$ cat src/pkg/qpno_pkg.sv
/*
 * Constants and types shared by the phase-correction and NCO phase-offset
 * register block. Assumes a single clock domain and AXI4-Lite register access.
 */
package qpno_pkg;
    localparam int unsigned ADDR_W = 32;
    localparam int unsigned DATA_W = 32;
    localparam int unsigned STRB_W = 4;
    localparam int unsigned REG_W = 16;
    localparam int unsigned IDX_W = 8;
    localparam int unsigned IDX_LSB = 2;
    localparam int unsigned SAMP_W = 16;
    localparam int unsigned PCORR_W = 12;
    localparam int unsigned PROD_W = 28;
    localparam int unsigned PCORR_FRAC = 12;
    localparam int unsigned ACC_W = 32;
    localparam int unsigned ACC_HI_LSB = 16;
    localparam int unsigned SYNC_EN_BIT = 0;

    localparam logic [7:0] IDX_GAIN_OFFS_A = 8'h0E;
    localparam logic [7:0] IDX_GAIN_OFFS_B = 8'h0F;
    localparam logic [7:0] IDX_CD_PHASE_CORRECTION = 8'h11;
    localparam logic [7:0] IDX_AB_NCO_PHASE_OFFSET = 8'h12;
    localparam logic [7:0] IDX_FREQ_WORD_LOW = 8'h14;
    localparam logic [7:0] IDX_FREQ_WORD_HIGH = 8'h15;
    localparam logic [7:0] IDX_CORR_SYNC_EN = 8'h1E;
    localparam logic [7:0] IDX_MIX_SYNC_EN = 8'h1F;

    localparam logic [15:0] RST_GAIN_OFFS = 16'h0400;
    localparam logic [15:0] RST_ZERO16 = 16'h0000;
    localparam logic [11:0] RST_ZERO12 = 12'h000;
    localparam logic [31:0] RST_ZERO32 = 32'h0000_0000;
    localparam logic [15:0] SAT_POS = 16'h7FFF;
    localparam logic [15:0] SAT_NEG = 16'h8000;

    localparam logic [1:0] RESP_OKAY = 2'h0;
    localparam logic [1:0] RESP_SLVERR = 2'h2;

    typedef enum logic
    {
        WR_COLLECT,
        WR_RESP
    } qpno_wr_state_type;
endpackage

$ cat src/rtl/qpno_corr.sv
/*
 * Phase correction of one channel pair: the second sample times the
 * correction word is added into the first sample, with saturation.
 * Assumes samples and correction word are synchronous to the clock.
 */
`timescale 1ns/10ps
module qpno_corr
(
    input wire logic core_clk_i,
    input wire logic resetn_i,
    input wire logic ce_i,
    input wire logic valid_i,
    input wire logic [qpno_pkg::SAMP_W-1:0] samp_c_i,
    input wire logic [qpno_pkg::SAMP_W-1:0] samp_d_i,
    input wire logic [qpno_pkg::PCORR_W-1:0] phase_i,
    output logic valid_o,
    output logic [qpno_pkg::SAMP_W-1:0] samp_c_o,
    output logic [qpno_pkg::SAMP_W-1:0] samp_d_o
);
    logic signed [qpno_pkg::PROD_W-1:0] prod;
    logic signed [qpno_pkg::SAMP_W:0] sum;

    always_comb
    begin
        prod = qpno_pkg::PROD_W'($signed(samp_d_i) * $signed(phase_i));
        sum = $signed({samp_c_i[qpno_pkg::SAMP_W-1], samp_c_i})
            + $signed(prod[qpno_pkg::PROD_W-1:qpno_pkg::PCORR_FRAC]);
    end

    always_ff @(posedge core_clk_i or negedge resetn_i)
    begin
        if (!resetn_i)
        begin
            valid_o <= 1'b0;
            samp_c_o <= qpno_pkg::RST_ZERO16;
            samp_d_o <= qpno_pkg::RST_ZERO16;
        end
        else if (ce_i)
        begin
            valid_o <= valid_i;
            samp_d_o <= samp_d_i;
            if (sum[qpno_pkg::SAMP_W] != sum[qpno_pkg::SAMP_W-1])
                samp_c_o <= sum[qpno_pkg::SAMP_W] ? qpno_pkg::SAT_NEG
                                                  : qpno_pkg::SAT_POS;
            else
                samp_c_o <= sum[qpno_pkg::SAMP_W-1:0];
        end
    end
endmodule // qpno_corr

$ cat src/rtl/qpno_nco.sv
/*
 * Phase accumulator of one fine mixer with phase offset; the output is the
 * sine and cosine table index. Assumes one accumulation per clock cycle.
 */
`timescale 1ns/10ps
module qpno_nco
(
    input wire logic core_clk_i,
    input wire logic resetn_i,
    input wire logic ce_i,
    input wire logic [qpno_pkg::ACC_W-1:0] freq_word_i,
    input wire logic [qpno_pkg::REG_W-1:0] phase_offset_i,
    output logic [qpno_pkg::REG_W-1:0] table_index_o
);
    logic [qpno_pkg::ACC_W-1:0] acc_q;

    always_ff @(posedge core_clk_i or negedge resetn_i)
    begin
        if (!resetn_i)
            acc_q <= qpno_pkg::RST_ZERO32;
        else if (ce_i)
            acc_q <= acc_q + freq_word_i;
    end

    always_ff @(posedge core_clk_i or negedge resetn_i)
    begin
        if (!resetn_i)
            table_index_o <= qpno_pkg::RST_ZERO16;
        else if (ce_i)
            table_index_o <= acc_q[qpno_pkg::ACC_W-1:qpno_pkg::ACC_HI_LSB]
                + phase_offset_i;
    end
endmodule // qpno_nco

$ cat src/rtl/qpno_regs.sv
/*
 * Register bank for the second pair's phase correction and the first pair's
 * NCO phase offset, with shadow registers, auto-sync and the datapath users.
 * Assumes an AXI4-Lite master on one clock and synchronous data inputs.
 */
`timescale 1ns/10ps
// Overview of operation
// - Pair2 correction: 12-bit signed, default zero.
// - Fourth sample times correction added to third.
// - Correction write with sync enabled loads group.
// - Gain/offset writes alone leave active unchanged.
// - Offset added to accumulator upper sixteen bits.
// - Sixteen-bit sum indexes sine/cosine tables.
// - Offset write with sync enabled loads mixer.
// - Frequency writes alone leave mixer unchanged.
// - Correction resets zero; bits 15:12 read zero.
// - Frequency word 32-bit signed, step Fs/2^32.
module qpno_regs
(
    input wire logic core_clk_i,
    input wire logic resetn_i,
    input wire logic ce_i,
    input wire logic s_axi_awvalid_i,
    output logic s_axi_awready_o,
    input wire logic [qpno_pkg::ADDR_W-1:0] s_axi_awaddr_i,
    input wire logic s_axi_wvalid_i,
    output logic s_axi_wready_o,
    input wire logic [qpno_pkg::DATA_W-1:0] s_axi_wdata_i,
    input wire logic [qpno_pkg::STRB_W-1:0] s_axi_wstrb_i,
    output logic s_axi_bvalid_o,
    input wire logic s_axi_bready_i,
    output logic [1:0] s_axi_bresp_o,
    input wire logic s_axi_arvalid_i,
    output logic s_axi_arready_o,
    input wire logic [qpno_pkg::ADDR_W-1:0] s_axi_araddr_i,
    output logic s_axi_rvalid_o,
    input wire logic s_axi_rready_i,
    output logic [qpno_pkg::DATA_W-1:0] s_axi_rdata_o,
    output logic [1:0] s_axi_rresp_o,
    input wire logic ext_sync_i,
    input wire logic samp_valid_i,
    input wire logic [qpno_pkg::SAMP_W-1:0] samp_c_i,
    input wire logic [qpno_pkg::SAMP_W-1:0] samp_d_i,
    output logic corr_valid_o,
    output logic [qpno_pkg::SAMP_W-1:0] corr_c_o,
    output logic [qpno_pkg::SAMP_W-1:0] corr_d_o,
    output logic [qpno_pkg::REG_W-1:0] nco_table_index_o,
    output logic [qpno_pkg::REG_W-1:0] pair2_gain_offset_a_o,
    output logic [qpno_pkg::REG_W-1:0] pair2_gain_offset_b_o,
    output logic corr_sync_o,
    output logic mix_sync_o
);
    qpno_pkg::qpno_wr_state_type wr_state_q;
    logic [qpno_pkg::IDX_W-1:0] awidx_q;
    logic [qpno_pkg::REG_W-1:0] wdata_q;
    logic [1:0] wstrb_q;
    logic wr_fire;
    logic wr_mapped;

    logic [qpno_pkg::REG_W-1:0] gain_offs_a_q;
    logic [qpno_pkg::REG_W-1:0] gain_offs_b_q;
    logic [qpno_pkg::PCORR_W-1:0] pair2_phase_correction_q;
    logic [qpno_pkg::REG_W-1:0] pair1_nco_phase_offset_q;
    logic [qpno_pkg::REG_W-1:0] freq_word_low_q;
    logic [qpno_pkg::REG_W-1:0] freq_word_high_q;
    logic [qpno_pkg::REG_W-1:0] correction_sync_enable_reg_q;
    logic [qpno_pkg::REG_W-1:0] mixer_sync_enable_reg_q;

    logic [qpno_pkg::PCORR_W-1:0] act_phase_correction_q;
    logic [qpno_pkg::REG_W-1:0] act_phase_offset_q;
    logic [qpno_pkg::ACC_W-1:0] act_frequency_word_q;

    logic corr_load_d;
    logic mix_load_d;
    logic [qpno_pkg::DATA_W-1:0] rd_word;

    // Turns a byte address into a register index.
    function automatic logic [qpno_pkg::IDX_W-1:0] addr_to_idx
    (
        input logic [qpno_pkg::ADDR_W-1:0] addr
    );
        addr_to_idx = addr[qpno_pkg::IDX_LSB +: qpno_pkg::IDX_W];
    endfunction

    // Tells whether a register index is implemented.
    function automatic logic idx_mapped
    (
        input logic [qpno_pkg::IDX_W-1:0] idx
    );
        case (idx)
            qpno_pkg::IDX_GAIN_OFFS_A,
            qpno_pkg::IDX_GAIN_OFFS_B,
            qpno_pkg::IDX_CD_PHASE_CORRECTION,
            qpno_pkg::IDX_AB_NCO_PHASE_OFFSET,
            qpno_pkg::IDX_FREQ_WORD_LOW,
            qpno_pkg::IDX_FREQ_WORD_HIGH,
            qpno_pkg::IDX_CORR_SYNC_EN,
            qpno_pkg::IDX_MIX_SYNC_EN: idx_mapped = 1'b1;
            default: idx_mapped = 1'b0;
        endcase
    endfunction

    // Applies the two low byte strobes to a 16-bit register value.
    function automatic logic [qpno_pkg::REG_W-1:0] merge_bytes
    (
        input logic [qpno_pkg::REG_W-1:0] old_val,
        input logic [qpno_pkg::REG_W-1:0] new_val,
        input logic [1:0] strb
    );
        merge_bytes = {strb[1] ? new_val[15:8] : old_val[15:8],
                       strb[0] ? new_val[7:0] : old_val[7:0]};
    endfunction

    assign wr_fire = (wr_state_q == qpno_pkg::WR_COLLECT)
        && !s_axi_awready_o && !s_axi_wready_o;
    assign wr_mapped = idx_mapped(awidx_q);

    // Write address and data are taken in either order and held.
    always_ff @(posedge core_clk_i or negedge resetn_i)
    begin
        if (!resetn_i)
        begin
            s_axi_awready_o <= 1'b1;
            awidx_q <= 8'h00;
        end
        else if (ce_i)
        begin
            if (s_axi_awvalid_i && s_axi_awready_o)
            begin
                s_axi_awready_o <= 1'b0;
                awidx_q <= addr_to_idx(s_axi_awaddr_i);
            end
            else if (wr_state_q == qpno_pkg::WR_RESP && s_axi_bready_i)
                s_axi_awready_o <= 1'b1;
        end
    end

    always_ff @(posedge core_clk_i or negedge resetn_i)
    begin
        if (!resetn_i)
        begin
            s_axi_wready_o <= 1'b1;
            wdata_q <= qpno_pkg::RST_ZERO16;
            wstrb_q <= 2'h0;
        end
        else if (ce_i)
        begin
            if (s_axi_wvalid_i && s_axi_wready_o)
            begin
                s_axi_wready_o <= 1'b0;
                wdata_q <= s_axi_wdata_i[qpno_pkg::REG_W-1:0];
                wstrb_q <= s_axi_wstrb_i[1:0];
            end
            else if (wr_state_q == qpno_pkg::WR_RESP && s_axi_bready_i)
                s_axi_wready_o <= 1'b1;
        end
    end

    // Write response follows both halves of the write.
    always_ff @(posedge core_clk_i or negedge resetn_i)
    begin
        if (!resetn_i)
        begin
            wr_state_q <= qpno_pkg::WR_COLLECT;
            s_axi_bvalid_o <= 1'b0;
            s_axi_bresp_o <= qpno_pkg::RESP_OKAY;
        end
        else if (ce_i)
        begin
            case (wr_state_q)
                qpno_pkg::WR_COLLECT:
                begin
                    if (wr_fire)
                    begin
                        wr_state_q <= qpno_pkg::WR_RESP;
                        s_axi_bvalid_o <= 1'b1;
                        s_axi_bresp_o <= wr_mapped ? qpno_pkg::RESP_OKAY
                                                   : qpno_pkg::RESP_SLVERR;
                    end
                end
                qpno_pkg::WR_RESP:
                begin
                    if (s_axi_bready_i)
                    begin
                        wr_state_q <= qpno_pkg::WR_COLLECT;
                        s_axi_bvalid_o <= 1'b0;
                    end
                end
                default:
                begin
                    wr_state_q <= qpno_pkg::WR_COLLECT;
                    s_axi_bvalid_o <= 1'b0;
                end
            endcase
        end
    end

    // Shadow registers written by software.
    always_ff @(posedge core_clk_i or negedge resetn_i)
    begin
        if (!resetn_i)
        begin
            gain_offs_a_q <= qpno_pkg::RST_GAIN_OFFS;
            gain_offs_b_q <= qpno_pkg::RST_GAIN_OFFS;
            pair2_phase_correction_q <= qpno_pkg::RST_ZERO12;
            pair1_nco_phase_offset_q <= qpno_pkg::RST_ZERO16;
            freq_word_low_q <= qpno_pkg::RST_ZERO16;
            freq_word_high_q <= qpno_pkg::RST_ZERO16;
            correction_sync_enable_reg_q <= qpno_pkg::RST_ZERO16;
            mixer_sync_enable_reg_q <= qpno_pkg::RST_ZERO16;
        end
        else if (ce_i && wr_fire)
        begin
            case (awidx_q)
                qpno_pkg::IDX_GAIN_OFFS_A:
                    gain_offs_a_q <= merge_bytes(gain_offs_a_q, wdata_q,
                                                 wstrb_q);
                qpno_pkg::IDX_GAIN_OFFS_B:
                    gain_offs_b_q <= merge_bytes(gain_offs_b_q, wdata_q,
                                                 wstrb_q);
                qpno_pkg::IDX_CD_PHASE_CORRECTION:
                    pair2_phase_correction_q <= qpno_pkg::PCORR_W'(
                        merge_bytes({4'h0, pair2_phase_correction_q},
                                    wdata_q, wstrb_q));
                qpno_pkg::IDX_AB_NCO_PHASE_OFFSET:
                    pair1_nco_phase_offset_q <= merge_bytes(
                        pair1_nco_phase_offset_q, wdata_q, wstrb_q);
                qpno_pkg::IDX_FREQ_WORD_LOW:
                    freq_word_low_q <= merge_bytes(freq_word_low_q, wdata_q,
                                                   wstrb_q);
                qpno_pkg::IDX_FREQ_WORD_HIGH:
                    freq_word_high_q <= merge_bytes(freq_word_high_q, wdata_q,
                                                    wstrb_q);
                qpno_pkg::IDX_CORR_SYNC_EN:
                    correction_sync_enable_reg_q <= merge_bytes(
                        correction_sync_enable_reg_q, wdata_q, wstrb_q);
                qpno_pkg::IDX_MIX_SYNC_EN:
                    mixer_sync_enable_reg_q <= merge_bytes(
                        mixer_sync_enable_reg_q, wdata_q, wstrb_q);
                default:
                begin
                end
            endcase
        end
    end

    // Sync requests: a write to the correction or the phase offset register while its sync enable bit 0 is set, or external.
    always_comb
    begin
        corr_load_d = ext_sync_i || (wr_fire
            && awidx_q == qpno_pkg::IDX_CD_PHASE_CORRECTION
            && correction_sync_enable_reg_q[qpno_pkg::SYNC_EN_BIT]);
        mix_load_d = ext_sync_i || (wr_fire
            && awidx_q == qpno_pkg::IDX_AB_NCO_PHASE_OFFSET
            && mixer_sync_enable_reg_q[qpno_pkg::SYNC_EN_BIT]);
    end

    always_ff @(posedge core_clk_i or negedge resetn_i)
    begin
        if (!resetn_i)
        begin
            corr_sync_o <= 1'b0;
            mix_sync_o <= 1'b0;
        end
        else if (ce_i)
        begin
            corr_sync_o <= corr_load_d;
            mix_sync_o <= mix_load_d;
        end
    end

    // Correction group moves to the active side in one cycle.
    always_ff @(posedge core_clk_i or negedge resetn_i)
    begin
        if (!resetn_i)
        begin
            pair2_gain_offset_a_o <= qpno_pkg::RST_GAIN_OFFS;
            pair2_gain_offset_b_o <= qpno_pkg::RST_GAIN_OFFS;
            act_phase_correction_q <= qpno_pkg::RST_ZERO12;
        end
        else if (ce_i && corr_sync_o)
        begin
            pair2_gain_offset_a_o <= gain_offs_a_q;
            pair2_gain_offset_b_o <= gain_offs_b_q;
            act_phase_correction_q <= pair2_phase_correction_q;
        end
    end

    // Mixer group moves to the active side in one cycle.
    always_ff @(posedge core_clk_i or negedge resetn_i)
    begin
        if (!resetn_i)
        begin
            act_phase_offset_q <= qpno_pkg::RST_ZERO16;
            act_frequency_word_q <= qpno_pkg::RST_ZERO32;
        end
        else if (ce_i && mix_sync_o)
        begin
            act_phase_offset_q <= pair1_nco_phase_offset_q;
            act_frequency_word_q <= {freq_word_high_q,
                                     freq_word_low_q};
        end
    end

    // Read data selection; reserved bits read as zero.
    always_comb
    begin
        rd_word = qpno_pkg::RST_ZERO32;
        case (addr_to_idx(s_axi_araddr_i))
            qpno_pkg::IDX_GAIN_OFFS_A:
                rd_word[qpno_pkg::REG_W-1:0] = gain_offs_a_q;
            qpno_pkg::IDX_GAIN_OFFS_B:
                rd_word[qpno_pkg::REG_W-1:0] = gain_offs_b_q;
            qpno_pkg::IDX_CD_PHASE_CORRECTION:
                rd_word[qpno_pkg::PCORR_W-1:0] = pair2_phase_correction_q;
            qpno_pkg::IDX_AB_NCO_PHASE_OFFSET:
                rd_word[qpno_pkg::REG_W-1:0] = pair1_nco_phase_offset_q;
            qpno_pkg::IDX_FREQ_WORD_LOW:
                rd_word[qpno_pkg::REG_W-1:0] = freq_word_low_q;
            qpno_pkg::IDX_FREQ_WORD_HIGH:
                rd_word[qpno_pkg::REG_W-1:0] = freq_word_high_q;
            qpno_pkg::IDX_CORR_SYNC_EN:
                rd_word[qpno_pkg::REG_W-1:0] = correction_sync_enable_reg_q;
            qpno_pkg::IDX_MIX_SYNC_EN:
                rd_word[qpno_pkg::REG_W-1:0] = mixer_sync_enable_reg_q;
            default:
                rd_word = qpno_pkg::RST_ZERO32;
        endcase
    end

    // Read channel answers one cycle after the address is taken.
    always_ff @(posedge core_clk_i or negedge resetn_i)
    begin
        if (!resetn_i)
        begin
            s_axi_arready_o <= 1'b1;
            s_axi_rvalid_o <= 1'b0;
            s_axi_rdata_o <= qpno_pkg::RST_ZERO32;
            s_axi_rresp_o <= qpno_pkg::RESP_OKAY;
        end
        else if (ce_i)
        begin
            if (s_axi_arvalid_i && s_axi_arready_o)
            begin
                s_axi_arready_o <= 1'b0;
                s_axi_rvalid_o <= 1'b1;
                s_axi_rdata_o <= rd_word;
                s_axi_rresp_o <= idx_mapped(addr_to_idx(s_axi_araddr_i))
                    ? qpno_pkg::RESP_OKAY : qpno_pkg::RESP_SLVERR;
            end
            else if (s_axi_rvalid_o && s_axi_rready_i)
            begin
                s_axi_rvalid_o <= 1'b0;
                s_axi_arready_o <= 1'b1;
            end
        end
    end

    qpno_corr u_corr
    (
        .core_clk_i(core_clk_i),
        .resetn_i(resetn_i),
        .ce_i(ce_i),
        .valid_i(samp_valid_i),
        .samp_c_i(samp_c_i),
        .samp_d_i(samp_d_i),
        .phase_i(act_phase_correction_q),
        .valid_o(corr_valid_o),
        .samp_c_o(corr_c_o),
        .samp_d_o(corr_d_o)
    );

    qpno_nco u_nco
    (
        .core_clk_i(core_clk_i),
        .resetn_i(resetn_i),
        .ce_i(ce_i),
        .freq_word_i(act_frequency_word_q),
        .phase_offset_i(act_phase_offset_q),
        .table_index_o(nco_table_index_o)
    );
endmodule // qpno_regs

$ cat config.mk
export PLATFORM = sky130hd
export DESIGN_NAME = qpno_regs
export DESIGN_NICKNAME = d
export VERILOG_FILES = /design/src/pkg/qpno_pkg.sv /design/src/rtl/qpno_corr.sv /design/src/rtl/qpno_nco.sv /design/src/rtl/qpno_regs.sv
export SDC_FILE = /design/constraint.sdc
export NUM_CORES = 1
export LEC_CHECK = 0
export BUFFER_PORTS_ARGS = -buffer_cell sky130_fd_sc_hd__buf_2
export CAP_MARGIN = 40
export CORE_MARGIN = 2
export CORE_UTILIZATION = 43
export DETAILED_ROUTE_END_ITERATION = 10
export RECOVER_POWER = 100
export SYNTH_ARGS = -nofsm -noshare
export SYNTH_HDL_FRONTEND = slang
export SYNTH_SLANG_ARGS = --single-unit
$ cat constraint.sdc
create_clock -name core_clk_i -period 19.1 [get_ports core_clk_i]
set_input_delay 2.865 -clock core_clk_i [delete_from_list [all_inputs] [get_ports core_clk_i]]
set_output_delay 2.865 -clock core_clk_i [all_outputs]
set_load 0.02 [all_outputs]
# Word-level counts from Yosys, hierarchy flattened
# Memories as Yosys holds them, arrays and structs flattened.
# Cells that the tools add are included.
# totals
rom_bits,64
output_inout_bits,124
memories,2
ff_bits,351
wordCells,136
# mem_list
memory,depth,width,rd,rd_clocked_by_memory_dff,wr,line,text
(name not given),32,1,1,0,0,qpno_regs.sv:90,case (idx)
(name not given),32,1,1,0,0,qpno_regs.sv:90,
# classes
n_bitwise,1
n_addsub,3
mux,23
mul,1
n_reduce_logical,47
n_eq_ne,19
# ops
op,count
$eq 8x5->1 const B,12
$pmux 12 s8,1
$reduce_and 3->1,18
$add 32x32->32,1
$eq 8x4->1 const B,4
$mux 16,2
$mul 16x12->28,1
$pmux 4 s7,1
$add 16x16->17,1
$add 16x16->16,1
$mux 1,15
$logic_and 1x1->1,14
$reduce_and 2->1,6
$logic_not 3->1,2
$reduce_bool 2->1,3
$mux 2,2
$ne 2x2->1 const B,2
$pmux 1 s2,2
$logic_not 1->1,2
$logic_or 1x1->1,2
$ne 1x1->1,1
$not 1->1,1

# Longest topological paths before layout
# logic_depth
word_depth,6
mapped_depth,34
mapped_depth_nobuf,31

# By module
# A second synthesis with hierarchy kept.
# hier_totals
hier_cells,2272
hier_area_um2,24542.3
# modules_own_cells
mod,area_per_inst_um2,cells_each,instances
qpno_regs,11628.7,843,1
qpno_corr,8675.8,968,1
qpno_nco,4237.8,461,1

# Least setup slack after synthesis
# Ideal clock, no wire load.
# synth_path
path_kind,input to register
start,input samp_d_i[3] in the netlist's numbering
end,register u_corr.samp_c_o[13] in the netlist's numbering
setup_ns,0.140
path_stages,30
required_time_ns,18.960
path_slack_ns,9.291
arrival_time_ns,9.669
path_cell_list,clkbuf_1 > nand2_1 > fa_1 > fa_1 > fa_1 > inv_1 > fa_1 > inv_1 > fa_1 > inv_1 > ha_1 > o21a_1 > o211ai_1 > o211ai_1 > a31oi_2 > o21ai_1 > a221oi_2 > o21bai_1 > a211oi_1 > nor2_1 > ha_1 > o21a_1 > o21ai_0 > a21oi_1 > or2_2 > a31oi_1 > or2_2 > mux2i_1 > nor2_1 > a21oi_1
# synth_via
elab_chain_len,4
# synth_rtl
element,line,text
start: declaration,qpno_regs.sv:43,"input wire logic [qpno_pkg::SAMP_W-1:0] samp_d_i,"
$mul 16x12->28 *,qpno_corr.sv:25,prod = qpno_pkg::PROD_W'($signed(samp_d_i) * $signed(phase_i));
$add 16x16->17 *,qpno_corr.sv:27,+ $signed(prod[qpno_pkg::PROD_W-1:qpno_pkg::PCORR_FRAC]);
$mux 16 or $ne 1x1->1 (tied branches),"qpno_corr.sv:43, qpno_corr.sv:42",
$mux 16 *,qpno_corr.sv:42,if (sum[qpno_pkg::SAMP_W] != sum[qpno_pkg::SAMP_W-1])
end signal: assignment,qpno_corr.sv:35,samp_c_o <= qpno_pkg::RST_ZERO16;
end signal: assignment,qpno_corr.sv:43,samp_c_o <= sum[qpno_pkg::SAMP_W] ? qpno_pkg::SAT_NEG
end signal: assignment,qpno_corr.sv:46,samp_c_o <= sum[qpno_pkg::SAMP_W-1:0];
end: declaration,qpno_corr.sv:17,"output logic [qpno_pkg::SAMP_W-1:0] samp_c_o,"
# Every way passes the cells marked *; elsewhere a longest branch is shown, timed or not.
# A chain may end at the register's enable or synchronous reset.

# Worst setup path in the final report
# layout_path
start,input samp_d_i[4] in the netlist's numbering
end,register u_corr.samp_c_o[3] in the netlist's numbering
# The elaborated chain is that of the path after synthesis.

==> out/qor.txt <==
outcome - finished with violations
failing checks - max-capacitance violations, max-slew violations
asr flop ratio synth - 1.00
Final Slew Violations - 327
GRT Max-Usage Layer - met2
Worst-path clk slew - 50 ps
vias in the first global route - 17034
dpl cell area - 25200 um2
DR pass1 iterations - 5
Commonest cells post-synth - 342 x dfrtp_1, 292 x mux2_2, 239 x inv_1
Hold Path Class - reg2reg
Resize count post-CTS - 0
first-pass GRT wire length - 94.4 mm
met1 GRT Util - 0.288
Multi-input gate area - 13600 um2
FP Rows - 85
HPWL after DPL - 43.4 mm
Starting Density - 0.437
CP Capture Type - flop
largest net degree at the start of global routing - 179
Max-Cap Viols - 6
sequential area share after synthesis - 0.370
Worst Path Required - 19510 ps
critical path's largest stage delay - 630 ps
worst setup path class - in2reg
Distinct cells, synth - 75
Area contributors post-synth - dfrtp_1 36%, fa_1 15%, mux2_2 14%
Warnings, synthesis - 0
Layout Skew - 23.9 ps
clock latency on the worst-skew pair - 580 ps
area delta synth->final - 11.7%
Yosys top cell area share - 0.362
Clock Root Buffer - clkbuf_16
Nets - 2756
Vias/cell - 5.44
critical path peak fanout - 13
Total Neg Setup Slack - 0 ps
DR vias - 16502
grt met2 use - 0.351
RSZ-0062 raised after global routing - false
num ports - 266
clock tree buffer depth - 3
FF/Latch Area - 8740 um2
count leader, synth - dfrtp_1
Largest regs - act_frequency_word_q x32, u_nco.acc_q x32
Synth Register Bits - 349
cts bufs inserted - 42
Tmin final - 11240 ps
final setup fails - 0
met3 Use GR - 0.0315
CTS Hold Buffers Added - 0
Die H - 238 um
number of DRC markers in iteration 0 - 900
CTS tree - built
PortBufs - 181
Post-synth EDFFs - 0
global-route usage over all layers - 0.211
Pleak - 13.4 nW
RD Place Congestion - 0.851
drt wl/cell - 19.1 um
design area - 26400 um2
top_reg_cell synth - dfrtp_1
max frequency - 88.9 MHz
slowest CP cell - a221oi_1
die area - 56900 um2
fill count - 4986
Syn Area/Cell - 11.0 um2
fraction of layout cells with a size suffix above 1 - 0.195
Die W - 238 um
cell mode on critical path - fa_1
Tcrit/Tclk final - 0.589
Worst VDD drop - 0.0000645 V
CP arrival - 11650 ps
slew margin rel. - -2.80
number of H-tree levels - 2
postcts setup bufs - 0
WL final - 58.0 mm
initial antenna violation count - 1
Worst setup SP type - primary input
core area - 54100 um2
Worst-Margin Slew - 5700 ps
Synth Cell Area - 23600 um2
gate count of the mapped netlist - 2144
cell taking the most area after synthesis - dfrtp_1
DRC Markers - 0
pwr dens - 96.3 nW/um2
TritonCTS Sinks - 349
GRT Residual Overflow - 0
Post-DRT Antenna Nets - 0
Final Hold Violating Endpoints - 0
## per-stage QoR
step | power, W | cells | utilization | hold slack (ps) | setup WS [ps]
CTS | 0.00259 | 3035 | 0.492 | 474 | 8630
floorplan | 0.00150 | 2161 | - | 457 | 9290
global route | 0.00270 | 3035 | 0.488 | 502 | 7200
finish | 0.00255 | 3036 | 0.488 | 474 | 7860
global placement | 0.00173 | 2951 | 0.465 | 459 | 8230
detailed placement | 0.00175 | 2958 | 0.466 | 461 | 8060
## critical path, delay by kind of cell
family	cells	cell delay (ps)
adder cells (fa/ha/maj)	7	3180
multiplexers	1	170
AO/OA/AOI/OAI	13	3420
AND/OR/NAND/NOR	5	1310
buffers and inverters	4	700
## report_power, final
| group | internal, W | leakage (nW) | switching [W] |
|---|---|---|---|
| combinational | 0.000311 | 8.07 | 0.000421 |
| sequential | 0.000852 | 4.66 | 0.000143 |
| clock | 0.000490 | 0.707 | 0.000329 |
## layer usage
metal | routed length, um | vias up
met5 | 0 | -
met3 | 3000 | 77
met2 | 28000 | 402
li1 | - | 7543
met4 | 1230 | 0
met1 | 25800 | 8480
## logic make-up (layout without fill, tap and decap cells)
group	count (synthesis)	after routing	synth area share
compound gates	290	290	0.0829
xor+xnor	69	69	0.0256
fa+ha+maj	308	308	0.220
buf+inv	334	512	0.0559
flops	349	349	0.370
mux	320	320	0.151
other cells	1	19	0.000159
simple gates	473	473	0.0947
## final timing paths
path	from	to	slack (ps)	cells past startpoint
worst max-delay path	samp_d_i[4]	u_corr.samp_c_o[3]$_DFFE_PN0P_	7860	30
worst min-delay path	u_nco.table_index_o[4]$_DFFE_PN0P_	u_nco.table_index_o[4]$_DFFE_PN0P_	470	1
worst max register to register	act_phase_correction_q[5]$_DFFE_PN0P_	u_corr.samp_c_o[3]$_DFFE_PN0P_	9850	29
worst min register to register	u_nco.table_index_o[4]$_DFFE_PN0P_	u_nco.table_index_o[4]$_DFFE_PN0P_	470	1
max in group asynchronous	resetn_i	act_frequency_word_q[15]$_DFFE_PN0P_	9310	3
min in group asynchronous	resetn_i	s_axi_bresp_o[1]$_DFFE_PN0P_	4380	1
## placed cells by master (no fill, tap or decap), types with 9 or more instances in the layout
master | netlist | final
dfrtp_1 | 342 | 342
mux2_2 | 292 | 290
inv_1 | 239 | 239
nand2_1 | 216 | 215
fa_1 | 179 | 179
clkbuf_1 | 71 | 132
ha_1 | 129 | 129
a21oi_1 | 84 | 84
nor2_1 | 78 | 78
buf_2 | 0 | 72
and2_1 | 59 | 58
o21ai_0 | 46 | 47
xnor2_1 | 45 | 45
clkbuf_16 | 0 | 43
a21o_1 | 36 | 36
mux2i_1 | 27 | 27
xor2_1 | 24 | 24
nand2b_1 | 18 | 18
conb_1 | 1 | 18
nand3_1 | 16 | 16
nor3_1 | 16 | 16
a31oi_1 | 14 | 15
and3_1 | 13 | 13
a222oi_1 | 12 | 12
o22ai_1 | 11 | 11
nand3b_1 | 10 | 10
nand4_1 | 10 | 10
a22oi_1 | 10 | 10
clkinv_2 | 0 | 9
## cell type report
class                   count  area share
repair buffers            196      0.0319
multi-input cells        1478       0.516
clock buffers              60      0.0462
diodes                      1   0.0000947
flip-flops and latches    349       0.331
inverters                 239      0.0340
well taps                 696      0.0330
clock inverters            17     0.00805
No activity file was read; power rests on OpenSTA's default activity.
